**src/include/fan_gpio_defines.vh**
```
`ifndef FAN_GPIO_DEFINES_VH
`define FAN_GPIO_DEFINES_VH

`define ADDR_SRC_SELECT 8'h7D
`define ADDR_IO_MODE_EN 8'h7F
`define ADDR_IO_DIR_POL 8'h80
`define ADDR_IO_STATUS 8'h81

`define RST_SRC_SELECT 8'h00
`define RST_IO_MODE_EN 8'h00
`define RST_IO_DIR_POL 8'h00
`define RST_IO_STATUS 4'h0

`define FAN3_SRC_MSB 7
`define FAN3_SRC_LSB 4
`define FAN4_SRC_MSB 3
`define FAN4_SRC_LSB 0

`define SRC_CODE_MAX 4'h0
`define SRC_CODE_LAST_CH 4'hA

`define IO_MODE_PIN1_BIT 3
`define DIR_PIN1_BIT 7
`define POL_PIN1_BIT 6
`define STATUS_PIN1_BIT 4

`endif

```
**src/core/fan_zone_gpio_regs.v**
```verilog
`timescale 1ns/1ps
`include "fan_gpio_defines.vh"

module fan_zone_gpio_regs #(
  parameter TEMP_W = 8,
  parameter CHANNELS = 10,
  parameter PINS = 4
) (
  input wire sys_clk_i,
  input wire rstn_i,
  // register port
  input wire wr_en_i,
  input wire rd_en_i,
  input wire [7:0] addr_i,
  input wire [7:0] wr_data_i,
  output reg [7:0] rd_data_o,
  output reg rd_valid_o,
  // temperature sources
  input wire [TEMP_W-1:0] temp_max_i,
  input wire [TEMP_W*CHANNELS-1:0] temp_ch_i,
  output wire [TEMP_W-1:0] fan3_temp_o,
  output wire [TEMP_W-1:0] fan4_temp_o,
  // fan drive pins, index 0 is pin 1
  input wire [PINS-1:0] fan_pwm_i,
  input wire [PINS-1:0] min_duty_lsb_i,
  input wire [PINS-1:0] pin_in_i,
  output reg [PINS-1:0] pin_out_o,
  output reg [PINS-1:0] pin_oe_o,
  // decoded settings for other blocks
  output wire [3:0] fan3_source_code_o,
  output wire [3:0] fan4_source_code_o,
  output wire [PINS-1:0] pin_io_mode_o
);

  reg [7:0] src_select_q;
  reg [7:0] io_mode_en_q;
  reg [7:0] io_dir_pol_q;
  reg [PINS-1:0] io_status_q;
  reg [PINS-1:0] io_status_d;
  reg [7:0] rd_data_d;
  reg [PINS-1:0] mode_q;

  wire [PINS-1:0] pin_io_mode;
  wire [PINS-1:0] pin_direction;
  wire [PINS-1:0] pin_polarity;
  wire [PINS-1:0] status_wr_data;
  wire [PINS-1:0] pin_asserted_in;
  wire [3:0] fan3_source_code;
  wire [3:0] fan4_source_code;

  function hit;
    input [7:0] a;
    input [7:0] target;
    begin
      hit = (a == target);
    end
  endfunction

  // source select fields
  assign fan3_source_code = src_select_q[`FAN3_SRC_MSB:`FAN3_SRC_LSB];
  assign fan4_source_code = src_select_q[`FAN4_SRC_MSB:`FAN4_SRC_LSB];

  // per pin field mapping
  genvar i;
  generate
    for (i = 0; i < PINS; i = i + 1) begin : g_map
      assign pin_io_mode[i] = io_mode_en_q[`IO_MODE_PIN1_BIT - i];
      assign pin_direction[i] = io_dir_pol_q[`DIR_PIN1_BIT - 2*i];
      assign pin_polarity[i] = io_dir_pol_q[`POL_PIN1_BIT - 2*i];
      assign status_wr_data[i] = wr_data_i[`STATUS_PIN1_BIT + i];
      // asserted when the input level equals the polarity
      assign pin_asserted_in[i] = (pin_in_i[i] == pin_polarity[i]);
    end
  endgenerate

  // configuration registers
  always @(posedge sys_clk_i or negedge rstn_i) begin
    if (!rstn_i) begin
      src_select_q <= `RST_SRC_SELECT;
      io_mode_en_q <= `RST_IO_MODE_EN;
      io_dir_pol_q <= `RST_IO_DIR_POL;
    end else if (wr_en_i) begin
      if (hit(addr_i, `ADDR_SRC_SELECT)) begin
        src_select_q <= wr_data_i;
      end
      // reserved upper bits stored as written; software keeps them zero
      if (hit(addr_i, `ADDR_IO_MODE_EN)) begin
        io_mode_en_q <= wr_data_i;
      end
      if (hit(addr_i, `ADDR_IO_DIR_POL)) begin
        io_dir_pol_q <= wr_data_i;
      end
    end
  end

  // status bits: inputs track the pin, outputs take software writes
  // a bit set while the pin was an input stays set when it turns output,
  // so the pin asserts at once; software rewrites status after a direction change
  integer n;
  always @* begin
    io_status_d = io_status_q;
    for (n = 0; n < PINS; n = n + 1) begin
      if (!pin_direction[n]) begin
        io_status_d[n] = pin_asserted_in[n];
      end else if (wr_en_i && hit(addr_i, `ADDR_IO_STATUS)) begin
        io_status_d[n] = status_wr_data[n];
      end
    end
  end

  always @(posedge sys_clk_i or negedge rstn_i) begin
    if (!rstn_i) begin
      io_status_q <= `RST_IO_STATUS;
    end else begin
      io_status_q <= io_status_d;
    end
  end

  // pin drive, registered
  reg [PINS-1:0] pin_out_d;
  reg [PINS-1:0] pin_oe_d;
  reg asserted;
  integer m;
  always @* begin
    pin_out_d = {PINS{1'b0}};
    pin_oe_d = {PINS{1'b0}};
    asserted = 1'b0;
    for (m = 0; m < PINS; m = m + 1) begin
      asserted = io_status_q[m] | min_duty_lsb_i[m];
      if (!pin_io_mode[m]) begin
        pin_out_d[m] = fan_pwm_i[m];
        pin_oe_d[m] = 1'b1;
      end else if (pin_direction[m]) begin
        // active high drives the asserted state high, active low drives it low
        pin_out_d[m] = asserted ~^ pin_polarity[m];
        pin_oe_d[m] = 1'b1;
      end else begin
        pin_out_d[m] = 1'b0;
        pin_oe_d[m] = 1'b0;
      end
    end
  end

  always @(posedge sys_clk_i or negedge rstn_i) begin
    if (!rstn_i) begin
      pin_out_o <= {PINS{1'b0}};
      pin_oe_o <= {PINS{1'b0}};
    end else begin
      pin_out_o <= pin_out_d;
      pin_oe_o <= pin_oe_d;
    end
  end

  // read path
  // status test bits 3:0 are not stored and read as zero
  always @* begin
    rd_data_d = 8'h00;
    if (hit(addr_i, `ADDR_SRC_SELECT)) begin
      rd_data_d = src_select_q;
    end else if (hit(addr_i, `ADDR_IO_MODE_EN)) begin
      rd_data_d = io_mode_en_q;
    end else if (hit(addr_i, `ADDR_IO_DIR_POL)) begin
      rd_data_d = io_dir_pol_q;
    end else if (hit(addr_i, `ADDR_IO_STATUS)) begin
      rd_data_d = {io_status_q, 4'h0};
    end
  end

  always @(posedge sys_clk_i or negedge rstn_i) begin
    if (!rstn_i) begin
      rd_data_o <= 8'h00;
      rd_valid_o <= 1'b0;
    end else begin
      rd_valid_o <= rd_en_i;
      if (rd_en_i) begin
        rd_data_o <= rd_data_d;
      end
    end
  end

  // settings handed on, registered copies
  reg [7:0] src_copy_q;
  always @(posedge sys_clk_i or negedge rstn_i) begin
    if (!rstn_i) begin
      src_copy_q <= `RST_SRC_SELECT;
      mode_q <= {PINS{1'b0}};
    end else begin
      src_copy_q <= {fan3_source_code, fan4_source_code};
      mode_q <= pin_io_mode;
    end
  end

  assign fan3_source_code_o = src_copy_q[`FAN3_SRC_MSB:`FAN3_SRC_LSB];
  assign fan4_source_code_o = src_copy_q[`FAN4_SRC_MSB:`FAN4_SRC_LSB];
  assign pin_io_mode_o = mode_q;

  // temperature source per fan
  temp_source_mux #(
    .TEMP_W(TEMP_W),
    .CHANNELS(CHANNELS)
  ) u_fan3_mux (
    .sys_clk_i(sys_clk_i),
    .rstn_i(rstn_i),
    .source_code_i(fan3_source_code),
    .temp_max_i(temp_max_i),
    .temp_ch_i(temp_ch_i),
    .temp_sel_o(fan3_temp_o)
  );

  temp_source_mux #(
    .TEMP_W(TEMP_W),
    .CHANNELS(CHANNELS)
  ) u_fan4_mux (
    .sys_clk_i(sys_clk_i),
    .rstn_i(rstn_i),
    .source_code_i(fan4_source_code),
    .temp_max_i(temp_max_i),
    .temp_ch_i(temp_ch_i),
    .temp_sel_o(fan4_temp_o)
  );

endmodule // fan_zone_gpio_regs

```
**src/core/temp_source_mux.v**
```verilog
`timescale 1ns/1ps
`include "fan_gpio_defines.vh"

module temp_source_mux #(
  parameter TEMP_W = 8,
  parameter CHANNELS = 10
) (
  input wire sys_clk_i,
  input wire rstn_i,
  input wire [3:0] source_code_i,
  input wire [TEMP_W-1:0] temp_max_i,
  input wire [TEMP_W*CHANNELS-1:0] temp_ch_i,
  output reg [TEMP_W-1:0] temp_sel_o
);

  // code 0 and codes above the last channel fall back to the maximum
  function [TEMP_W-1:0] pick;
    input [3:0] code;
    input [TEMP_W-1:0] tmax;
    input [TEMP_W*CHANNELS-1:0] tch;
    integer k;
    begin
      pick = tmax;
      for (k = 0; k < CHANNELS; k = k + 1) begin
        if (code == k[3:0] + 4'h1) begin
          pick = tch[k*TEMP_W +: TEMP_W];
        end
      end
    end
  endfunction

  always @(posedge sys_clk_i or negedge rstn_i) begin
    if (!rstn_i) begin
      temp_sel_o <= {TEMP_W{1'b0}};
    end else begin
      temp_sel_o <= pick(source_code_i, temp_max_i, temp_ch_i);
    end
  end

endmodule // temp_source_mux

```
**config.mk**
```make
export PLATFORM = sky130hd
export DESIGN_NAME = fan_zone_gpio_regs
export DESIGN_NICKNAME = d
export VERILOG_FILES = /design/src/core/fan_zone_gpio_regs.v /design/src/core/temp_source_mux.v
export VERILOG_INCLUDE_DIRS = /design/src /design/src/include
export SDC_FILE = /design/constraint.sdc
export NUM_CORES = 1
export LEC_CHECK = 0
export ABC_AREA = 1
export BUFFER_PORTS_ARGS = -buffer_cell sky130_fd_sc_hd__buf_4
export CORE_ASPECT_RATIO = 1.5
export CORE_UTILIZATION = 45
export CTS_BUF_LIST = sky130_fd_sc_hd__clkbuf_8 sky130_fd_sc_hd__clkbuf_16
export CTS_CLUSTER_DIAMETER = 100
export DETAILED_ROUTE_END_ITERATION = 10
export GPL_TIMING_DRIVEN = 0
export PLACE_DENSITY = 0.73
export SLEW_MARGIN = 20
export SYNTH_ARGS = -nofsm -noshare
export SYNTH_HDL_FRONTEND = slang
export SYNTH_SLANG_ARGS = --single-unit
```
**constraint.sdc**
```tcl
create_clock -name sys_clk_i -period 1.88 [get_ports sys_clk_i]
set_input_delay 0 -clock sys_clk_i [delete_from_list [all_inputs] [get_ports sys_clk_i]]
set_output_delay 0 -clock sys_clk_i [all_outputs]
set_load 0.1 [all_outputs]
```
* Yosys cells after proc, flatten, opt, wreduce, memory -nomap -nowiden
Cells that the tools add are included.
** Word-level totals
- Flip-flop bits (word level) :: 73
- Bits in latches :: 0
- RAM bits :: 0
- Memory bits (read-only) :: 0
- Bits of input ports :: 120
- Output and inout port bits :: 45
- Logic and storage cells :: 107
- Memories kept :: 0
** Cells by class
- Add/subtract/negate cells :: 0
- $mul :: 0
- Div/mod/pow operators :: 0
- Order comparisons :: 0
- Equality and inequality tests :: 32
- Shift-type cells :: 0
- Muxes and demuxes :: 48
- Bitwise logic cells :: 8
- Reduce and logical (&&, ||, !) cells :: 4
** Operator list (count)
- $mux 8 :: 24
- $eq 4x3->1 const B :: 8
- $eq 4x4->1 const B :: 6
- $mux 1 :: 24
- $eq 4x2->1 const B :: 4
- $eq 8x7->1 const B :: 2
- $eq 8x8->1 const B :: 2
- $eq 4x1->1 const B :: 2
- $ne 2x1->1 const B :: 4
- $reduce_and 2->1 :: 3
- $eq 1x1->1 :: 4
- $or 1x1->1 :: 4
- $xnor 1x1->1 :: 4
- $logic_and 1x1->1 :: 1

* Depth between registers and ports, before layout
Gate-level depths: netlist of run 1.
- Word-level depth :: 11
- Depth in mapped cells :: 16
- Depth with buffers taken out :: 15

* Modules after synthesis
Synthesis of run 1 repeated with hierarchy kept, for this count alone.
** Second synthesis, totals
- Cells, all modules :: 761
- Area, all modules :: 5245.0 um^2
** By module, submodules not included
- fan_zone_gpio_regs :: instances 1, cells each 279, area an instance 2677.6 um^2, seq. area each 1426.4 um^2
- temp_source_mux :: instances 2, cells each 241, area an instance 1283.7 um^2, seq. area each 200.2 um^2

* Worst setup path before layout of run 1
OpenSTA, ideal clock, no wires.
- Path kind :: register -> register
- Start point :: reg src_select_q[3]
- End point :: reg u_fan4_mux.temp_sel_o[2]
- Setup time :: 0.116 ns
- Arrival time :: 1.538 ns
- Data required time :: 1.764 ns
- Slack :: 0.226 ns
- Stages on the path, launching flop included :: 14
- Buffers on the path :: 1
- Period minus slack after synthesis :: 1.654 ns
- Cell sequence :: dfrtp_1 > nor2_1 > nand2_2 > buf_6 > o211ai_1 > nand3_1 > nand2_1 > nand2_1 > nand2_1 > nand2_1 > nand3_1 > nand3_1 > nand2_1 > nand2_1
** On the way
- Cells in the longest elaborated chain, start to end :: 11
- Elaborated cells on any way between the ends :: 20
- Classes of those cells :: eq/ne: 10; mux: 10
** Ends and longest elaborated chain
- start: declaration :: line fan_zone_gpio_regs.v:35 : reg [7:0] src_select_q;
- start signal: assignment :: line fan_zone_gpio_regs.v:79 : src_select_q <= `RST_SRC_SELECT;
- start signal: assignment :: line fan_zone_gpio_regs.v:84 : src_select_q <= wr_data_i;
- $eq 4x1->1 :: line temp_source_mux.v:25 : if (code == k[3:0] + 4'h1) begin
- $mux 8 (9 in series) :: line temp_source_mux.v:25
- $mux 8 (*) :: line temp_source_mux.v:25
- end signal: assignment :: line temp_source_mux.v:34 : temp_sel_o <= {TEMP_W{1'b0}};
- end signal: assignment :: line temp_source_mux.v:36 : temp_sel_o <= pick(source_code_i, temp_max_i, temp_ch_i);
- end: declaration :: line temp_source_mux.v:13 : output reg [TEMP_W-1:0] temp_sel_o
Mark *: on every way between the ends. The rest lies on a longest branch, timed or not.
A chain may end at the register's enable or synchronous reset.

* Worst setup path after layout of run 1
- Start point :: reg src_select_q[4]
- End point :: reg u_fan3_mux.temp_sel_o[2]
** On the way
- Cells in the longest elaborated chain, start to end :: 11
- Elaborated cells on any way between the ends :: 20
- Classes of those cells :: eq/ne: 10; mux: 10
** Ends and longest elaborated chain (line)
- $eq 4x1->1 :: temp_source_mux.v:25
- $mux 8 (9 in series) :: temp_source_mux.v:25
- $mux 8 (*) :: temp_source_mux.v:25
- end signal: assignment :: temp_source_mux.v:34
- end signal: assignment :: temp_source_mux.v:36
- end: declaration :: temp_source_mux.v:13
Marked as above.

==> impl_metrics.json, run 1 <==
{
  "drive_gt1_frac": 0.332,
  "synth_cells": 727,
  "p_leak_nw": 3.73,
  "synth-seq-area-share": 0.381,
  "cp.depth": 14,
  "finalCriticalPeriod_ps": 1910,
  "reg2regPathDepth": 14,
  "synth_area_mm2": 0.00479,
  "place_congestion": 0.909,
  "ctsHtreeMaxLevel": 3,
  "ir_worst_vdd_uv": 804,
  "hp-start": "wr_data_i[3]",
  "holdPathEnd": "io_mode_en_q[3]",
  "fp.dieH_um": 128,
  "synth_top_area_frac": 0.381,
  "instances_no_fill": 1107,
  "num_antenna_cells": 0,
  "cts_buffers": 9,
  "synth_area_per_cell_um2": 6.60,
  "yosys_warnings": 0,
  "status": "finished, violations left",
  "crit_required_ps": 2100,
  "violations": "setup timing",
  "seq_power_share": 0.351,
  "r2r_end": "u_fan3_mux.temp_sel_o[2]",
  "grt_pass1_vias": 5615,
  "worst_pin_slew_ps": 916,
  "antenna_found_initial": 0,
  "crit_top_cell": "nand2_1",
  "power.total_mw": 4.90,
  "gr-usage-met1": 0.339,
  "maxCapViolCount": 0,
  "worst_hold_path_type": "in -> reg",
  "clock_latency_ps": 330,
  "drc_errors": 0,
  "hold_ws_ps": 8.52,
  "start_util": 0.468,
  "p_comb_frac": 0.285,
  "cts_root_buf": "clkbuf_16",
  "pwr_density_cell_mw_per_mm2": 666,
  "ys_types": 34,
  "via_per_inst": 5.18,
  "p_int_mw": 3.28,
  "fmax_mhz": 524,
  "fin_ws_ps": -28.8,
  "grt_pass1_wl_mm": 26.3,
  "crit_arrival_ps": 2130,
  "dp_hpwl_mm": 12.9,
  "syn_to_final_growth_pct": 53.5,
  "fin_crit_sh": 1.02,
  "swShare": 0.332,
  "busiest_layer": "met2",
  "clk_pin_slew_ps": 60,
  "min_path_cells": 3,
  "power.net_switching_mw": 1.63,
  "path_buf_inv": 2,
  "core_area_mm2": 0.0102,
  "clock_skew_ps": 6.01,
  "cp_top_family": "simple AND/OR/NAND/NOR gates",
  "overflow": 0,
  "layout_commonest_cell": "nand2_1",
  "grt_start_max_net_pins": 74,
  "clock_power_share": 0.364,
  "final_cell_mix": "222 x nand2_1, 191 x buf_4, 111 x inv_1, 72 x o21ai_0, 65 x dfrtp_1",
  "grtUsageMet2": 0.563,
  "nNetsFinal": 1081,
  "portBuffers": 164,
  "drtIter0Drc": 253,
  "end_kind": "register",
  "yosys.area.top_type": "dfrtp_1",
  "clkSinkCount": 73,
  "critPathKind": "reg -> reg",
  "ys_seq_elements": 73,
  "via_count": 5737,
  "use_met3": 0.0462,
  "cts_tree": "yes",
  "hold_violations": 0,
  "dpl.cell_count": 1032,
  "critical_path.max_stage_delay_ps": 460,
  "firstDrtPassIters": 5,
  "critical_path_peak_fanout": 10,
  "postRouteAntennaNets": 0,
  "reg2reg_from": "src_select_q[4]",
  "slew-limit-headroom": 0.389,
  "die_area_mm2": 0.0111,
  "io_pins": 165,
  "setup_viol": 1,
  "track_usage": 0.308,
  "synth_area_leaders": "dfrtp_1 38%, nand2_1 19%, inv_1 9.5%",
  "finalMaxSlewViolations": 0,
  "startpoint_type": "register",
  "synth_fp_nets": 847,
  "routedWlPerCell_um": 15.7,
  "timing.reg2reg.setup_slack_ps": -30,
  "routed_wl_mm": 17.4,
  "core.rowCount": 45,
  "crit_path_top_delay_cell": "dfrtp_2",
  "cts_buffer_depth": 2,
  "final_core_util": 0.718,
  "rsz0062_at_grt": "yes",
  "path_cells": "inv_2 > nor2_2 > nand2_2 > buf_6 > o211ai_1 > nand3_1 > o211ai_1 > nand2_1 > nand2_1 > nand2_1 > nand2_1 > nand2_1 > nand2_1 > nand2_1",
  "fp.dieW_um": 86.3
}
-- worst max path at each step --
| stage | from | end |
|---|---|---|
| 6_report | src_select_q[4] | u_fan3_mux.temp_sel_o[2] |
| 3_5_place_dp | src_select_q[3] | u_fan4_mux.temp_sel_o[2] |
| 2_1_floorplan | src_select_q[3] | u_fan4_mux.temp_sel_o[2] |
| 5_1_grt | src_select_q[4] | u_fan3_mux.temp_sel_o[2] |
| 4_1_cts | src_select_q[5] | u_fan3_mux.temp_sel_o[2] |
| 3_3_place_gp | src_select_q[3] | u_fan4_mux.temp_sel_o[2] |
-- metrics by stage --
stage	cell area (um2)	setup WS [ps]	setup TNS, ps
3_5_place_dp	6200	-237	-2040
3_3_place_gp	6200	-231	-1970
5_1_grt	7360	-132	-630
4_1_cts	7010	9.10	0
2_1_floorplan	4790	226	0
6_report	7360	-28.8	-28.8
-- synth_stat cells --
master	n
buf_2	4
nor2_4	5
inv_1	121
o22ai_1	8
xor2_1	4
xnor2_1	1
o31ai_1	4
nand2_2	2
nor2_2	6
a31oi_1	1
or2_2	13
clkbuf_1	3
inv_2	7
buf_6	3
nor3_2	1
nor4_1	1
or2_0	1
dfrtp_1	73
clkinv_2	1
buf_1	1
nand3_1	39
or2_1	1
o21ai_1	1
o21ai_0	79
a21oi_2	1
nor3_1	4
nand4_1	1
a21oi_1	48
nand2_1	237
o211ai_2	3
nor2_1	38
o211ai_1	11
bufinv_8	1
a221oi_1	3
-- repair_timing --
item	4_1_cts	5_1_grt
setup buffers	13	13
hold buffers	31	0
pin swaps	8	24
hold endpoints to repair	113	0
cloned	0	2
endpoints found under the setup margin	16	16
gates resized for setup	28	82
-- cells by family (layout without fill, tap and decap cells) --
| logic type | after synthesis | in the layout | synth area share |
|---|---|---|---|
| AO/OA/AOI/OAI | 159 | 159 | 0.184 |
| flip-flops | 73 | 73 | 0.381 |
| XOR/XNOR | 5 | 5 | 0.00913 |
| AND/OR/NAND/NOR | 349 | 349 | 0.307 |
| buffers and inverters | 141 | 380 | 0.119 |
-- area by class of cell --
class	count	area, um2
plain buffers	11	90.1
flip-flops and latches	73	1840
fillers	878	2890
well taps	141	176
clock buffers	12	267
inverters	130	524
multi-input cells	513	2660
clock inverters	4	50.0
repair buffers	223	1760
-- layer usage --
metal / vias up / wire (um)
li1: 2771 / -
met1: 2640 / 6520
met2: 268 / 9200
met3: 58 / 966
met4: 0 / 748
met5: - / 0
-- registers in the layout (all words and copies together) (netlist names) --
register and count:
io_dir_pol_q 8, io_mode_en_q 8, io_status_q 4, pin_io_mode_o 4, pin_oe_o 4, pin_out_o 4
rd_data_o 8, rd_valid_o 1, src_copy_q 8, src_select_q 8, u_fan3_mux.temp_sel_o 8, u_fan4_mux.temp_sel_o 8
-- power by group through the flow --
stage / Combinational [mW] / Sequential [mW] / Clock [mW]
CTS: 1.31 / 1.72 / 1.80
global route: 1.48 / 1.73 / 1.86
global placement: 1.21 / 1.74 / 0
finish: 1.40 / 1.72 / 1.79
detailed placement: 1.21 / 1.74 / 0
floorplan: 0.326 / 2.15 / 0
-- worst reg2reg max path, delay by kind of cell (launching register included) --
kind	cells	cell delay, ps
DFF	1	460
and+or+nand+nor	10	800
buffers and inverters	2	190
AOI/OAI and AO/OA	2	350
No activity file was read; power rests on OpenSTA's default activity.
==> run 2, diff against run 1 <==
--- a/config.mk
+++ b/config.mk
@@ -6,7 +6,6 @@
 export SDC_FILE = /design/constraint.sdc
 export NUM_CORES = 1
 export LEC_CHECK = 0
-export ABC_AREA = 1
 export BUFFER_PORTS_ARGS = -buffer_cell sky130_fd_sc_hd__buf_4
 export CORE_ASPECT_RATIO = 1.5
 export CORE_UTILIZATION = 45
@@ -14,7 +13,7 @@
 export CTS_CLUSTER_DIAMETER = 100
 export DETAILED_ROUTE_END_ITERATION = 10
 export GPL_TIMING_DRIVEN = 0
-export PLACE_DENSITY = 0.73
+export PLACE_DENSITY = 0.72
 export SLEW_MARGIN = 20
 export SYNTH_ARGS = -nofsm -noshare
 export SYNTH_HDL_FRONTEND = slang
==> run 2 against run 1 <==
Net effect:
- hold slack better by 8.5 ps
- area after synthesis is 5.9% higher
- critical path type unchanged
- register-to-register slack better by 20 ps
- combinational power is 81% higher
- cell area is 0.39% lower
- sequential power is 6% higher
- the run still ends with setup timing left
- sequential cell count stayed put
- core utilization is 5.2 points lower
==> impl_metrics.json, run 2 <==
{
  "start_util": 0.462,
  "yosys.area.top_type": "dfrtp_1",
  "netlist_top_cells_count": "73 x dfrtp_1, 57 x o21ai_0, 55 x a21oi_1, 39 x nand2_1, 32 x mux2_2",
  "cts_tree": "yes",
  "postRouteAntennaNets": 0,
  "layout_commonest_cell": "buf_4",
  "clkSinkCount": 73,
  "r2r_end": "u_fan3_mux.temp_sel_o[7]",
  "synth_area_leaders": "dfrtp_1 36%, mux2_2 7.1%, o21ai_0 5.6%",
  "core.rowCount": 47,
  "setup_viol": 1,
  "clock_latency_ps": 340,
  "portBuffers": 164,
  "ys_async_sr_fraction": 1.00,
  "dpl.cell_count": 899,
  "grt_pass1_wl_mm": 37.7,
  "cts_buffer_depth": 2,
  "fmax_mhz": 530,
  "critPathKind": "reg -> reg",
  "routed_wl_mm": 26.2,
  "synth_fp_nets": 708,
  "fin_ws_ps": -5.89,
  "placed_area_mm2": 0.00649,
  "die_area_mm2": 0.0117,
  "swShare": 0.418,
  "reg2reg_from": "src_select_q[4]",
  "reg2regPathDepth": 5,
  "crit_required_ps": 2090,
  "drc_errors": 0,
  "overflow": 0,
  "core_area_mm2": 0.0110,
  "synth_edf_count": 0,
  "n_fill_cell": 807,
  "seq_power_share": 0.290,
  "min_path_cells": 3,
  "synth_cells": 588,
  "drive_gt1_frac": 0.381,
  "via_count": 6359,
  "fin_crit_sh": 1.00,
  "cts_root_buf": "clkbuf_16",
  "hold_violations": 0,
  "clk_pin_slew_ps": 70,
  "p_leak_nw": 3.39,
  "synth-seq-area-share": 0.360,
  "track_usage": 0.449,
  "critical_path_peak_fanout": 10,
  "ctsHtreeMaxLevel": 3,
  "pwr_density_cell_mw_per_mm2": 859,
  "io_pins": 165,
  "syn_to_final_growth_pct": 44.3,
  "end_kind": "register",
  "fp.dieW_um": 88.8,
  "power.net_switching_mw": 2.63,
  "finalMaxSlewViolations": 0,
  "final_core_util": 0.667,
  "maxCapViolCount": 0,
  "ys_seq_elements": 73,
  "slew-limit-headroom": 0.380,
  "num_antenna_cells": 0,
  "finalCriticalPeriod_ps": 1890,
  "worst_hold_path_type": "in -> reg",
  "grt_start_max_net_pins": 74,
  "clock_skew_ps": 9.21,
  "instances_no_fill": 937,
  "holdPathEnd": "u_fan4_mux.temp_sel_o[7]",
  "worst_pin_slew_ps": 931,
  "p_comb_frac": 0.404,
  "startpoint_type": "register",
  "drtIter0Drc": 856,
  "grt_pass1_vias": 6507,
  "via_per_inst": 6.79,
  "firstDrtPassIters": 6,
  "synth_top_area_frac": 0.360,
  "antenna_found_initial": 1,
  "nNetsFinal": 906,
  "yosys_warnings": 0,
  "fp.dieH_um": 132,
  "synth_area_mm2": 0.00508,
  "final_cell_mix": "176 x buf_4, 69 x dfrtp_1, 53 x o21ai_0, 52 x a21oi_1, 39 x nand2_1",
  "yosysMostFrequentCell": "dfrtp_1",
  "final_area_mm2": 0.00733,
  "violations": "setup timing",
  "synth_area_per_cell_um2": 8.64,
  "clock_power_share": 0.306,
  "multi_input_area_mm2": 0.00312,
  "seq_area_mm2": 0.00183,
  "rsz0062_at_grt": "yes",
  "ir_worst_vdd_uv": 659,
  "synthFlopType": "dfrtp_1",
  "cts_buffers": 9,
  "p_int_mw": 3.67,
  "ys_types": 56,
  "hp-start": "temp_ch_i[79]",
  "timing.reg2reg.setup_slack_ps": -6,
  "status": "finished, violations left",
  "dp_hpwl_mm": 18.3,
  "crit_arrival_ps": 2090,
  "place_congestion": 1.02,
  "routedWlPerCell_um": 28.0
}
==> run 2: cell count changes after synthesis, moves of 12 or more <==
cell      change
a22oi_1      +12
clkbuf_1     +22
inv_1       -103
mux2_2       +32
mux2i_1      +25
nand2_1     -198
nand2b_1     +13
nand3_1      -34
nor2b_1      +22
o21ai_0      -22
o221ai_1     +15
o22ai_1      +13
==> run 2: critical path: stages, from the launching register on <==
cell	delay, ps
dfrtp_1	420
buf_6	210
mux2_2	350
o21ai_1	290
a32oi_1	100
a221o_1	370
==> run 2: worst max path at each step <==
stage / start / end / slack, ps / cells past startpoint
after floorplan: src_select_q[4] / u_fan3_mux.temp_sel_o[7] / 240 / 7
after global placement: src_select_q[1] / u_fan4_mux.temp_sel_o[1] / -770 / 6
after detailed placement: src_select_q[1] / u_fan4_mux.temp_sel_o[1] / -720 / 6
after CTS: src_select_q[3] / u_fan4_mux.temp_sel_o[7] / -2 / 7
after global routing: src_select_q[1] / u_fan4_mux.temp_sel_o[3] / -10 / 6
final: src_select_q[4] / u_fan3_mux.temp_sel_o[7] / -6 / 5
==> run 2: stage by stage <==
stage	power [mW]	hold WS (ps)	setup TNS, ps	worst slack, ps
after floorplan	3.36	-296	0	242
after global placement	4.16	175	-8370	-773
after detailed placement	4.17	194	-8820	-717
after CTS	6.14	12.5	-1.90	-1.90
after global routing	6.41	16.9	-26.8	-14.4
final	6.30	17.0	-5.89	-5.89
==> run 2: final cells by class <==
class,instances,area share
clock inverters,6,0.0126
multi-input cells,447,0.425
repair buffers,190,0.202
well taps,147,0.0251
inverters,20,0.0108
clock buffers,9,0.0307
plain buffers,45,0.0439
flip-flops and latches,73,0.250
==> run 2: cell families (layout without fill, tap and decap cells) <==
| kind of cell | Yosys count | count (layout) | synth area share |
|---|---|---|---|
| compound gates | 225 | 225 | 0.285 |
| simple gates | 157 | 157 | 0.164 |
| flops | 73 | 73 | 0.360 |
| buf+inv | 68 | 270 | 0.0569 |
| mux | 57 | 57 | 0.120 |
| xor+xnor | 8 | 8 | 0.0138 |
==> run 2: power groups by stage <==
stage	combinational, mW	sequential [mW]	clock, mW
finish	2.54	1.83	1.93
global route	2.61	1.84	1.96
CTS	2.43	1.82	1.89
detailed placement	2.33	1.84	0
global placement	2.32	1.83	0
floorplan	0.642	2.72	0
==> run 2: per-layer routing <==
layer	share of wire	GRT usage
met1	0.33	0.490
met2	0.46	0.700
met3	0.11	0.101
met5	0	0
met4	0.10	0.415
==> run 2: what timing repair did <==
| item | CTS | global route |
|---|---|---|
| endpoints found under the setup margin | 22 | 22 |
| endpoints found under the hold margin | 109 | 0 |
| buffers inserted | 0 | 5 |
| pin swaps | 3 | 2 |
| gates resized for setup | 70 | 41 |
| hold buffers | 21 | 0 |
==> run 3, diff against run 2 <==
--- a/config.mk
+++ b/config.mk
@@ -14,6 +14,7 @@
 export DETAILED_ROUTE_END_ITERATION = 10
 export GPL_TIMING_DRIVEN = 0
 export PLACE_DENSITY = 0.72
+export REMOVE_ABC_BUFFERS = 1
 export SLEW_MARGIN = 20
 export SYNTH_ARGS = -nofsm -noshare
 export SYNTH_HDL_FRONTEND = slang
==> run 3 against run 2 <==
Net effect:
- the flow still finishes with violations (setup timing)
- sequential cell count stayed put
- clock skew is 1.6 ps higher
- die area stayed put
- sequential share of layout area is 0.77 points higher
- critical path type unchanged
- via count is 9.5% lower
- sequential power hardly changed
- critical endpoint is now u_fan4_mux.temp_sel_o[1]
- fmax is 0.91% lower
- cell area is 1.8% lower
- count of clock-buffer cells in the layout stayed put
- highest routed layer unchanged
==> impl_metrics.json, run 3 (synthesis gave the netlist of run 2 again) <==
{
  "nNetsFinal": 877,
  "crit_required_ps": 2070,
  "routedWlPerCell_um": 22.4,
  "path_cells": "buf_4 > bufbuf_16 > nor2b_1 > o21ai_0 > a22o_1 > o21ai_0",
  "fp.dieW_um": 88.8,
  "num_antenna_cells": 0,
  "drc_errors": 0,
  "finalCriticalPeriod_ps": 1900,
  "io_pins": 165,
  "overflow": 0,
  "portBuffers": 164,
  "place_congestion": 0.976,
  "cts_buffers": 9,
  "drtIter0Drc": 407,
  "clk_pin_slew_ps": 60,
  "cts_buffer_depth": 2,
  "cts_root_buf": "clkbuf_16",
  "setup_viol": 1,
  "final_cell_mix": "177 x buf_4, 65 x dfrtp_1, 55 x o21ai_0, 52 x a21oi_1, 39 x nand2_1",
  "pre_cts_ws_ps": -1050,
  "via_count": 5758,
  "clock_latency_ps": 330,
  "power.total_mw": 5.94,
  "fin_setup_tns_ps": -23.3,
  "maxCapViolCount": 0,
  "crit_top_cell": "o21ai_0",
  "worst_pin_slew_ps": 954,
  "pwr_density_cell_mw_per_mm2": 825,
  "end_kind": "register",
  "fin_crit_sh": 1.01,
  "clock_skew_ps": 10.8,
  "ir_worst_vdd_uv": 434,
  "start_util": 0.462,
  "crit_arrival_ps": 2100,
  "instances_no_fill": 909,
  "worst_hold_path_type": "in -> reg",
  "cts_tree": "yes",
  "dp_hpwl_mm": 13.3,
  "die_area_mm2": 0.0117,
  "fmax_mhz": 525,
  "routed_wl_mm": 20.3,
  "final_core_util": 0.655,
  "track_usage": 0.353,
  "p_leak_nw": 3.26,
  "final_area_mm2": 0.00720,
  "violations": "setup timing",
  "grt_pass1_wl_mm": 30.8,
  "critPathKind": "reg -> reg",
  "syn_to_final_growth_pct": 41.7,
  "antenna_found_initial": 0,
  "fin_ws_ps": -23.3,
  "clkSinkCount": 73,
  "dpl.cell_count": 854,
  "status": "finished, violations left",
  "drive_gt1_frac": 0.366,
  "placed_area_mm2": 0.00635,
  "via_per_inst": 6.33,
  "fp.dieH_um": 132,
  "postRouteAntennaNets": 0,
  "n_fill_cell": 939,
  "finalMaxSlewViolations": 0,
  "critical_path_peak_fanout": 20,
  "rsz0062_at_grt": "yes",
  "layout_commonest_cell": "buf_4",
  "ctsHtreeMaxLevel": 3,
  "core_area_mm2": 0.0110,
  "hold_violations": 0,
  "grt_start_max_net_pins": 74,
  "crit_path_top_delay_cell": "dfrtp_4",
  "slew-limit-headroom": 0.361,
  "hold_ws_ps": 16.1,
  "startpoint_type": "register",
  "grt_pass1_vias": 5765,
  "critical_path.max_stage_delay_ps": 510,
  "firstDrtPassIters": 6,
  "core.rowCount": 47
}
run 3: cell type report:
class                      count  area [um2]  share of cell area
sequential                    73        1850               0.258
tap                          147         184              0.0255
timing repair buffer         206        1700               0.235
clock inverter                 7        77.6              0.0108
clock buffer                   9         225              0.0313
multi-input combinational    447        3080               0.428
inverter                      20        85.1              0.0118
run 3: final timing paths:
check | startpoint | end | slack, ps | cells after the start
worst min register to register | io_mode_en_q[1] | pin_io_mode_o[2] | 420 | 0
worst max register to register | src_select_q[1] | u_fan4_mux.temp_sel_o[1] | -20 | 6
max in group asynchronous | rstn_i | src_select_q[0] | 830 | 2
worst max-delay path | src_select_q[1] | u_fan4_mux.temp_sel_o[1] | -20 | 6
worst min-delay path | temp_ch_i[48] | u_fan4_mux.temp_sel_o[0] | 20 | 3
min in group asynchronous | rstn_i | u_fan4_mux.temp_sel_o[2] | 360 | 2
run 3: where the power goes:
| group | internal (mW) | switching [mW] | leakage (nW) | total, mW |
|---|---|---|---|---|
| clock | 1.04 | 0.686 | 0.146 | 1.72 |
| combinational | 0.752 | 1.61 | 2.22 | 2.36 |
| sequential | 1.74 | 0.119 | 0.892 | 1.85 |
run 3: per-layer routing:
| metal | vias up | track usage | share of wire | wire [um] |
|---|---|---|---|---|
| li1 | 2528 | - | - | - |
| met1 | 2724 | 0.414 | 0.36 | 7380 |
| met2 | 426 | 0.584 | 0.49 | 9950 |
| met3 | 80 | 0.0620 | 0.086 | 1750 |
| met4 | 0 | 0.214 | 0.062 | 1250 |
| met5 | - | 0 | 0 | 0 |
run 3: timing repair:
item	in CTS	in global routing
endpoints found under the hold margin	107	0
pin swaps	1	2
resized for setup	36	13
gates cloned	1	0
endpoints found under the setup margin	17	10
hold buffers	19	0
setup buffers	14	5
run 3: critical path: cells and delay by family (launching register included):
family | cells | cell delay (ps)
flops | 1 | 510
simple gates | 1 | 160
compound gates | 3 | 640
buf+inv | 2 | 450
